<file path="src/common/plbc_defs.vh">
// Constants for the processor local bus control block
`ifndef PLBC_DEFS_VH
`define PLBC_DEFS_VH
// Clock control register fields (I/O port 1072H image)
`define PLBC_CLKCTL_DIR_BIT   3
`define PLBC_CLKCTL_DIV_MSB   2
`define PLBC_CLKCTL_DIV_LSB   0
`define PLBC_CLKCTL_RST       4'h0
// SMI enable bit position in port C472H image
`define PLBC_SMI_EN_BIT       13
// SMI processor modes
`define PLBC_SMIMODE_SEP      1'b0
`define PLBC_SMIMODE_SHARED   1'b1
// Default wait states before ready
`define PLBC_WAIT_DEF         4'h2
// Processor reset stretch, cycles
`define PLBC_RST_CYC          8'h10
`endif

</file>
<file path="src/verilog/plbc_clk_gen.v">
// Processor clock divider with direction control
`timescale 1ns/1ps
`include "plbc_defs.vh"
module plbc_clk_gen (
  input  wire       clk,        // System clock
  input  wire       arst_n,     // Async reset, active low
  input  wire       clk_en,     // Clock enable
  input  wire [3:0] clk_ctl,    // Clock control register image
  output reg        pclk_o_ff,  // Processor clock out
  output reg        pclk_oe_ff  // Processor clock drive enable
);
  reg [7:0] cnt_ff;
  wire [2:0] div = clk_ctl[`PLBC_CLKCTL_DIV_MSB:`PLBC_CLKCTL_DIV_LSB];
  always @(posedge clk or negedge arst_n) begin
    if (!arst_n) begin
      cnt_ff     <= 8'h00;
      pclk_o_ff  <= 1'b0;
      pclk_oe_ff <= 1'b0;
    end else if (clk_en) begin
      pclk_oe_ff <= ~clk_ctl[`PLBC_CLKCTL_DIR_BIT];
      if (cnt_ff >= {5'h00, div}) begin
        cnt_ff    <= 8'h00;
        pclk_o_ff <= ~pclk_o_ff;
      end else begin
        cnt_ff <= cnt_ff + 8'h01;
      end
    end
  end
endmodule // plbc_clk_gen

</file>
<file path="src/verilog/plbc_top.v">
// Processor local bus control: cycles, ready, hold, interrupts, reset
// Function
// Processor marks upper byte with enable; device drives it during DMA.
// Dedicated SMI ready returned per selected SMI processor mode.
// Processor drives data/control status for current cycle.
// Memory/IO line high for memory, low for I/O.
// When enabled, device drives memory/IO and strobe during DMA cycles.
// Every cycle starts on the processor address strobe only.
// Processor flags SMI space cycles with SMI strobe.
// Write/read line high for write, low for read.
// Cached processor: device drives write/read on DMA memory writes.
// Ready output marks completion of current cycle.
// Without separate SMI ready, normal ready completes SMI cycles too.
// Hold request asserted when device needs the local bus.
// Processor grants bus by hold acknowledge.
// Processor clock speed and direction follow clock control register.
// Non-maskable interrupt output provided.
// Next-address asserted to allow pipelined cycles.
// Maskable interrupt output provided.
// Processor reset generated synchronously with the clock.
// SMI operation enabled by bit 13 of SMI configuration word.
// Channel check raises non-maskable interrupt.
// Drive DMA cycle lines only after grant; release before dropping request.
`timescale 1ns/1ps
`include "plbc_defs.vh"
module plbc_top #(
  parameter WAIT_W = 4                      // Wait-state counter width
) (
  input  wire        clk,                   // 40 MHz clock
  input  wire        arst_n,                // Async reset, active low
  input  wire        clk_en,                // Clock enable
  input  wire        cycle_start_strobe_n,  // Processor address strobe in
  input  wire        mem_io_i,              // Memory/IO in
  input  wire        wr_rd_i,               // Write/read in
  input  wire        data_ctl_i,            // Data/control status in
  input  wire        upper_byte_enable_n_i, // Upper byte enable in
  input  wire        smi_space_strobe_n,    // SMI space strobe in
  input  wire        local_ready,           // Addressed target is ready
  input  wire [WAIT_W-1:0] wait_states,     // Wait states before ready
  input  wire        pipeline_en,           // Allow next-address
  input  wire [15:0] smi_cfg,               // SMI configuration word
  input  wire        smi_mode,              // Separate or shared SMI ready
  input  wire [3:0]  clk_ctl,               // Clock control register image
  input  wire        snoop_en,              // Drive memory/IO and strobe during DMA
  input  wire        cached_cpu,            // Processor has internal cache
  input  wire        dma_req,               // DMA/master wants the bus
  input  wire        dma_mem,               // DMA cycle is memory
  input  wire        dma_write,             // DMA cycle is write
  input  wire        dma_upper,             // DMA cycle uses upper byte
  input  wire        bus_hold_grant,        // Hold acknowledge
  input  wire        irq_req,               // Maskable interrupt source
  input  wire        nmi_req,               // Non-maskable interrupt source
  input  wire        channel_check_n,       // Expansion channel check
  input  wire        sw_reset,              // Processor reset request
  output reg         ready_n_ff,            // Processor ready
  output reg         smi_cycle_done_n_ff,   // SMI ready
  output reg         pipeline_next_address_n_ff, // Next address
  output reg         bus_hold_request_ff,   // Hold request
  output reg         cycle_start_strobe_o_ff,  // Strobe drive value
  output reg         cycle_start_strobe_oe_ff, // Strobe drive enable
  output reg         mem_io_o_ff,           // Memory/IO drive value
  output reg         mem_io_oe_ff,          // Memory/IO drive enable
  output reg         wr_rd_o_ff,            // Write/read drive value
  output reg         wr_rd_oe_ff,           // Write/read drive enable
  output reg         upper_byte_enable_o_ff,   // Upper byte drive value
  output reg         upper_byte_enable_oe_ff,  // Upper byte drive enable
  output reg         maskable_interrupt_request_ff, // Interrupt request
  output reg         nmi_ff,                // Non-maskable interrupt
  output reg         processor_reset_ff,    // Processor reset
  output wire        processor_clock_o,     // Processor clock value
  output wire        processor_clock_oe,    // Processor clock drive enable
  output reg         cyc_mem_ff,            // Last cycle was memory
  output reg         cyc_write_ff,          // Last cycle was write
  output reg         cyc_data_ff,           // Last cycle was data
  output reg         cyc_upper_ff           // Last cycle used upper byte
);
  localparam ST_IDLE = 2'h0;
  localparam ST_WAIT = 2'h1;
  localparam ST_DONE = 2'h2;
  localparam HS_IDLE = 2'h0;
  localparam HS_REQ  = 2'h1;
  localparam HS_OWN  = 2'h2;
  localparam HS_REL  = 2'h3;

  reg [1:0]        st_ff, nxt_st;
  reg [WAIT_W-1:0] wcnt_ff, nxt_wcnt;
  reg              smi_cyc_ff, nxt_smi_cyc;
  reg [1:0]        hs_ff, nxt_hs;
  reg [7:0]        rst_cnt_ff;
  wire             smi_on    = smi_cfg[`PLBC_SMI_EN_BIT];
  // Strobe only counts between cycles and while the processor owns the bus
  wire             start     = ~cycle_start_strobe_n & ~bus_hold_grant;
  wire             wait_zero = (wcnt_ff == {WAIT_W{1'b0}});
  wire             done      = (st_ff == ST_WAIT) && wait_zero && local_ready;
  // SMI cycle that must be answered on the dedicated ready line
  wire             sep_smi   = smi_cyc_ff & (smi_mode == `PLBC_SMIMODE_SEP);

  plbc_clk_gen u_clk (
    .clk        (clk),
    .arst_n     (arst_n),
    .clk_en     (clk_en),
    .clk_ctl    (clk_ctl),
    .pclk_o_ff  (processor_clock_o),
    .pclk_oe_ff (processor_clock_oe)
  );

  ////////////////////////////////////////////////////////////////////////////
  // Processor cycle tracking
  always @* begin
    nxt_st      = st_ff;
    nxt_wcnt    = wcnt_ff;
    nxt_smi_cyc = smi_cyc_ff;
    case (st_ff)
      ST_IDLE: begin
        if (start) begin
          nxt_st      = ST_WAIT;
          nxt_wcnt    = wait_states;
          nxt_smi_cyc = smi_on & ~smi_space_strobe_n;
        end
      end
      ST_WAIT: begin
        if (wcnt_ff != {WAIT_W{1'b0}})
          nxt_wcnt = wcnt_ff - {{(WAIT_W-1){1'b0}}, 1'b1};
        else if (local_ready)
          nxt_st = ST_DONE;
      end
      // One idle edge after ready keeps back-to-back strobes apart
      ST_DONE: nxt_st = ST_IDLE;
      default: nxt_st = ST_IDLE;
    endcase
  end

  always @(posedge clk or negedge arst_n) begin
    if (!arst_n) begin
      st_ff        <= ST_IDLE;
      wcnt_ff      <= {WAIT_W{1'b0}};
      smi_cyc_ff   <= 1'b0;
      cyc_mem_ff   <= 1'b0;
      cyc_write_ff <= 1'b0;
      cyc_data_ff  <= 1'b0;
      cyc_upper_ff <= 1'b0;
      ready_n_ff   <= 1'b1;
      smi_cycle_done_n_ff        <= 1'b1;
      pipeline_next_address_n_ff <= 1'b1;
    end else if (clk_en) begin
      st_ff      <= nxt_st;
      wcnt_ff    <= nxt_wcnt;
      smi_cyc_ff <= nxt_smi_cyc;
      if (st_ff == ST_IDLE && start) begin
        cyc_mem_ff   <= mem_io_i;
        cyc_write_ff <= wr_rd_i;
        cyc_data_ff  <= data_ctl_i;
        cyc_upper_ff <= ~upper_byte_enable_n_i;
      end
      // Separate SMI ready only in separate mode; else normal ready serves both
      ready_n_ff <= ~(done & ~sep_smi);
      smi_cycle_done_n_ff <= ~(done & sep_smi);
      pipeline_next_address_n_ff <= ~(pipeline_en && st_ff == ST_WAIT && wait_zero);
    end
  end

  ////////////////////////////////////////////////////////////////////////////
  // Bus hold handshake and DMA cycle drive
  always @* begin
    nxt_hs = hs_ff;
    case (hs_ff)
      // Ask for the bus only between processor cycles
      HS_IDLE: if (dma_req && st_ff == ST_IDLE) nxt_hs = HS_REQ;
      HS_REQ:  if (bus_hold_grant) nxt_hs = HS_OWN;
      HS_OWN:  if (!dma_req) nxt_hs = HS_REL;
      HS_REL:  nxt_hs = HS_IDLE;
      default: nxt_hs = HS_IDLE;
    endcase
  end

  always @(posedge clk or negedge arst_n) begin
    if (!arst_n) begin
      hs_ff                   <= HS_IDLE;
      bus_hold_request_ff     <= 1'b0;
      cycle_start_strobe_o_ff <= 1'b1;
      cycle_start_strobe_oe_ff <= 1'b0;
      mem_io_o_ff             <= 1'b0;
      mem_io_oe_ff            <= 1'b0;
      wr_rd_o_ff              <= 1'b0;
      wr_rd_oe_ff             <= 1'b0;
      upper_byte_enable_o_ff  <= 1'b1;
      upper_byte_enable_oe_ff <= 1'b0;
    end else if (clk_en) begin
      hs_ff <= nxt_hs;
      // Request held through release so drivers drop first
      bus_hold_request_ff <= (nxt_hs != HS_IDLE);
      cycle_start_strobe_oe_ff <= (nxt_hs == HS_OWN) & snoop_en;
      cycle_start_strobe_o_ff  <= ~((nxt_hs == HS_OWN) & dma_mem & dma_write);
      mem_io_oe_ff <= (nxt_hs == HS_OWN) & snoop_en;
      mem_io_o_ff  <= dma_mem;
      wr_rd_oe_ff  <= (nxt_hs == HS_OWN) & cached_cpu & dma_mem & dma_write;
      wr_rd_o_ff   <= dma_write;
      upper_byte_enable_oe_ff <= (nxt_hs == HS_OWN);
      upper_byte_enable_o_ff  <= ~dma_upper;
    end
  end

  ////////////////////////////////////////////////////////////////////////////
  // Interrupts and processor reset
  always @(posedge clk or negedge arst_n) begin
    if (!arst_n) begin
      maskable_interrupt_request_ff <= 1'b0;
      nmi_ff                        <= 1'b0;
      processor_reset_ff            <= 1'b1;
      rst_cnt_ff                    <= `PLBC_RST_CYC;
    end else if (clk_en) begin
      maskable_interrupt_request_ff <= irq_req;
      // Channel check is active low and raises the same NMI
      nmi_ff <= nmi_req | ~channel_check_n;
      // Reset stays up for a fixed stretch after release or a request
      if (sw_reset)
        rst_cnt_ff <= `PLBC_RST_CYC;
      else if (rst_cnt_ff != 8'h00)
        rst_cnt_ff <= rst_cnt_ff - 8'h01;
      processor_reset_ff <= sw_reset | (rst_cnt_ff != 8'h00);
    end
  end
endmodule // plbc_top
</file>
<file path="config.mk">
export PLATFORM = sky130hd
export DESIGN_NAME = plbc_top
export DESIGN_NICKNAME = d
export VERILOG_FILES = /design/src/verilog/plbc_clk_gen.v /design/src/verilog/plbc_top.v
export VERILOG_INCLUDE_DIRS = /design/src /design/src/common
export SDC_FILE = /design/constraint.sdc
export NUM_CORES = 1
export LEC_CHECK = 0
export ABC_AREA = 0
export BUFFER_PORTS_ARGS = -buffer_cell sky130_fd_sc_hd__buf_2
export CAP_MARGIN = 20
export CORE_ASPECT_RATIO = 1.75
export CORE_MARGIN = 10
export CORE_UTILIZATION = 40
export DETAILED_ROUTE_END_ITERATION = 7
export HOLD_SLACK_MARGIN = 0.1
export PLACE_DENSITY = 0.68
export SYNTH_ARGS = -nofsm -noshare
export SYNTH_HDL_FRONTEND = slang
export SYNTH_SLANG_ARGS = --single-unit
export TNS_END_PERCENT = 30
</file>
<file path="constraint.sdc">
create_clock -name clk -period 2 [get_ports clk]
set_input_delay 0.4 -clock clk [delete_from_list [all_inputs] [get_ports clk]]
set_output_delay 0.4 -clock clk [all_outputs]
set_load 0.01 [all_outputs]
</file>
* Word-level counts from Yosys, hierarchy flattened
Index checks and enable logic that the tools add are counted.
Word-level totals: register bits 45, latch bits 0, RAM bits 0, ROM bits 0, input port bits 47, output and inout bits 21, logic and storage cells 100, memories kept 0
Operators by class: $add $sub $neg 3, $mul 0, div/mod/pow operators 0, order comparisons 1, equality and inequality tests 9, shifts and indexed selects 0, muxes and demuxes 14, bitwise logic cells 27, reductions and logical operators 20
Operators with widths (number):
- $mux 8 | 3
- $not 1->1 | 14
- $mux 2 | 6
- $and 1x1->1 | 11
- $add 8x1->8 const B | 1
- $ge 8x3->1 | 1
- $mux 4 | 2
- $ne 2x2->1 const B | 4
- $pmux 2 s4 | 1
- $pmux 4 s2 | 1
- $reduce_and 4->1 | 2
- $reduce_bool 8->1 | 1
- $sub 8x1->8 const B | 1
- $eq 2x2->1 const B | 3
- $logic_and 1x1->1 | 6
- $reduce_and 2->1 | 3
- $reduce_bool 2->1 | 3
- $eq 2x1->1 const B | 2
- $logic_not 2->1 | 2
- $logic_not 4->1 | 1
- $pmux 2 s2 | 1
- $reduce_bool 4->1 | 1
- $sub 4x1->4 const B | 1
- $reduce_and 3->1 | 1
- $or 1x1->1 | 2

* Longest topological paths before layout
word-level depth 8, depth in mapped cells 7, mapped depth without buffers 6

* Modules after synthesis
From an unflattened synthesis, not the netlist that was laid out.
Unflattened totals: cells, all modules 216, area, all modules 2243.4 sq um
Modules (own cells, without submodules):
- plbc_top | instances 1, cells each 164, area an instance 1719.1 sq um, seq. area each 884.6 sq um
- plbc_clk_gen | instances 1, cells each 52, area an instance 524.3 sq um, seq. area each 250.2 sq um

* Worst setup path before layout
OpenSTA, ideal clock, no wires.
kind reg-to-reg, from register rst_cnt_ff[0], to register rst_cnt_ff[5], library setup time 0.128 ns, data arrival time 1.694 ns, required time 1.872 ns, setup slack 0.179 ns, stages on the path, launching flop included 7, path buffers 0, clock period less this slack 1.821 ns, cells stage by stage dfrtp_1 -> inv_1 -> ha_1 -> or4b_4 -> o21ai_4 -> nor4_1 -> mux2_1
Between the ends: word-level cells in the longest chain between the ends 3, elaborated cells between the ends (all ways) 6, classes of those cells 1 x add/sub; 2 x mux; 3 x reduce/logical
Ends and longest elaborated chain:
- start: declaration | line plbc_top.v:89 | reg [7:0] rst_cnt_ff;
- start signal: assignment | line plbc_top.v:210 | rst_cnt_ff <= `PLBC_RST_CYC;
- start signal: assignment | line plbc_top.v:217 | rst_cnt_ff <= `PLBC_RST_CYC;
- start signal: assignment | line plbc_top.v:219 | rst_cnt_ff <= rst_cnt_ff - 8'h01;
- $sub 8x1->8 / $reduce_bool 8->1 (equally long branches) | line plbc_top.v:219, plbc_top.v:218
- $mux 8 / $reduce_bool 2->1 (equally long branches)
- $mux 8 / $reduce_and 2->1 (equally long branches)
Parallel ways exist; a longest one is shown, timed or not. The select of a mux whose other input is x is not followed. A chain may end at the register's enable or synchronous reset.

* Worst setup path in the final report
from register rst_cnt_ff[0], to register rst_cnt_ff[0]
Same word-level chain as after synthesis.

==> run metrics <==
top_reg_cell synth dfrtp_1; Max VDD drop 0.0007704 V; htree depth 2; Syn Area/Cell 10.27 um^2; hpwl dp 3794 um; critical path arrival 2.04 ns; Min-Delay Path Class in -> async; Initial DRC Count 77; CTS resizes 0; vias per inst 5.031; startpoint types flip-flop; Fin Clk Skew 0.005342 ns; asr flop ratio synth 1.000; CTS Buf Count 5; status finished clean; clock latency on the worst-skew pair 0.30 ns; most numerous cell in the Yosys netlist dfrtp_1; WP data required 2.20 ns; io pins 68; routed length per placed instance 14.15 um; Adder-Cell Fraction of Synth Area 0.04449; Final Instance Count excl. Fillers 351; Worst slew margin 0.6181; Pre-antenna DRT Iters 3; clock sinks 45; synthesized cell area 0.002250 mm^2; Setup violations, final 0; mux share of post-synthesis cell area 0.04394; fin nets 329; Hold Buf Count CTS 0; Gate Count Post-Synth 219; worst-path maximum fanout 7; main combinational cell family by area after synthesis simple AND/OR/NAND/NOR gates; Tcrit/Tclk final 0.9177; CP endpoint kind flip-flop; LEAKAGE 1.282 nW; Site Rows 36; slowest CP cell or4b_4; highest metal used met4; I/O Buffers 52; RSZ-0062 raised after global routing false; width of the die 76.69 um; Final ANT Viol Nets 0; Power Dens Cells 1198 mW/mm^2; Placed Area 0.002585 mm^2; Maximum Capacitance Violations 0; Area Growth Syn to Fin 19.86%; syn_nets 274; register area share after synthesis 0.5044; core area 0.005495 mm^2; global route total overflow 0; dpl cells 343; first-pass GRT wire length 8562 um; Fin. Hold Viols 0; Post-Route M1 WL 1946 um; initial antenna violation count 0; Slew Viols, Final 0; Compound-Gate Fraction of Synth Area 0.1518; top cells by area, synth dfrtp_1 (42%), dfstp_2 (8.2%), ha_1 (4.4%); fmax 544.8 MHz; Clock Path Buffers 2; largest net degree at the start of global routing 46; most frequent cells after synthesis dfrtp_1 (38), nor2_1 (25), inv_1 (17), o21ai_0 (14), nand2_1 (13); Clk pin slew, worst setup/hold paths 0.09 ns; metal2 WL 2735 um; # Post-CTS Setup Buffers 0; setup TNS 0 ns; GRT Overall Usage 0.1121; area leader, netlist dfrtp_1; CTS tree done; vias in the first global route 1933; top-area cell type share of the netlist area 0.4227; share of layout cells above drive strength 1 0.3091; delay of the slowest cell on the worst path 0.49 ns; metal3 WL 172 um; Tmin final 1.835 ns; CP Class reg -> reg; Worst Tran Pin Value 0.5729 ns; final wirelength 4967 um; initial core utilization 0.4094; #FFs+latches synth 45; Yosys warning total 0; via count 1766; Post-synth EDFFs 0; Cell variety after synth 57; Die Ht 119.2 um; clk root buf clkbuf_8; Design Area, Final 0.002696 mm^2; Simple-Gate Fraction of Synth Area 0.1702; XOR/XNOR Fraction of Synth Area 0.03115; Placer Congestion 0.8198; DR DRC count 0; cell chain of the critical path inv_1 -> ha_1 -> or4b_4 -> o21ai_4 -> buf_4 -> nor3_1 -> a21o_2; Die ar. 0.009142 mm^2; diodes inserted 0; hold_ws 0.1615 ns
metal layers:
layer  GRT usage  up-vias
met1      0.1083      848
li1            -      878
met2      0.2129       33
met3     0.02786        7
met4     0.05374        0
met5           0        -
metrics by stage:
stage | util | power (W) | setup slack, ns
finish | 0.4907 | 0.003231 | 0.1646
global route | 0.4907 | 0.003500 | 0.05131
CTS | 0.4907 | 0.003273 | 0.1583
detailed placement | 0.4704 | 0.002575 | 0.1758
global placement | 0.4704 | 0.002527 | 0.1882
floorplan | - | 0.002221 | 0.1787
cell usage in the layout (no fill, tap or decap), types with 6 or more instances in the layout:
cell / Yosys / final
dfrtp_1: 38 / 38
mux2_2: 6 / 6
nor2_1: 25 / 25
nand2_1: 13 / 13
a21oi_1: 11 / 11
dfstp_2: 7 / 7
o21ai_0: 14 / 14
inv_1: 17 / 17
ha_1: 8 / 8
buf_2: 2 / 52
power breakdown:
part,switching (W),total [W],internal (W)
logic,0.000543,0.00106,0.000513
clock network,0.000312,0.000687,0.000375
registers,0.000287,0.00149,0.00120
registers in the layout, summed over array words and instances (netlist names), 2 cells and up:
signal and flops:
rst_cnt_ff 8, st_ff 2, u_clk.cnt_ff 8, hs_ff 2, wcnt_ff 4
critical path: cells and delay by family (launching register included):
kind            cells  cell delay (ns)
simple gates        2             0.54
flops               1             0.42
compound gates      2             0.32
buf+inv             2             0.26
fa+ha+maj           1             0.18
worst paths after layout:
path	from	endpoint	slack, ns	depth (start not counted)
setup / recovery	rst_cnt_ff[0]	rst_cnt_ff[0]	0.16	7
hold / removal	arst_n	nmi_ff	0.16	2
setup reg to reg	rst_cnt_ff[0]	rst_cnt_ff[0]	0.16	7
hold reg to reg	smi_cyc_ff	smi_cycle_done_n_ff	0.46	1
max in group asynchronous	arst_n	cycle_start_strobe_o_ff	1.44	2
min in group clk	pipeline_en	pipeline_next_address_n_ff	0.23	2
cell type report:
class | instances | area (um^2)
clock buffers | 6 | 72.57
clock inverters | 2 | 38.79
fillers | 556 | 2799
inverters | 17 | 63.81
multi-input cells | 148 | 993.5
flip-flops and latches | 45 | 1135
well taps | 76 | 95.09
repair buffers | 57 | 297.8
cell families (layout without fill, tap and decap cells):
logic type | Yosys count | count (layout)
AOI/OAI and AO/OA | 51 | 51
buffers and inverters | 26 | 82
DFF | 45 | 45
muxes | 9 | 9
adders and majority gates | 8 | 8
xor gates and xnor gates | 8 | 8
and+or+nand+nor | 72 | 72
No activity file was read; power rests on OpenSTA's default activity.
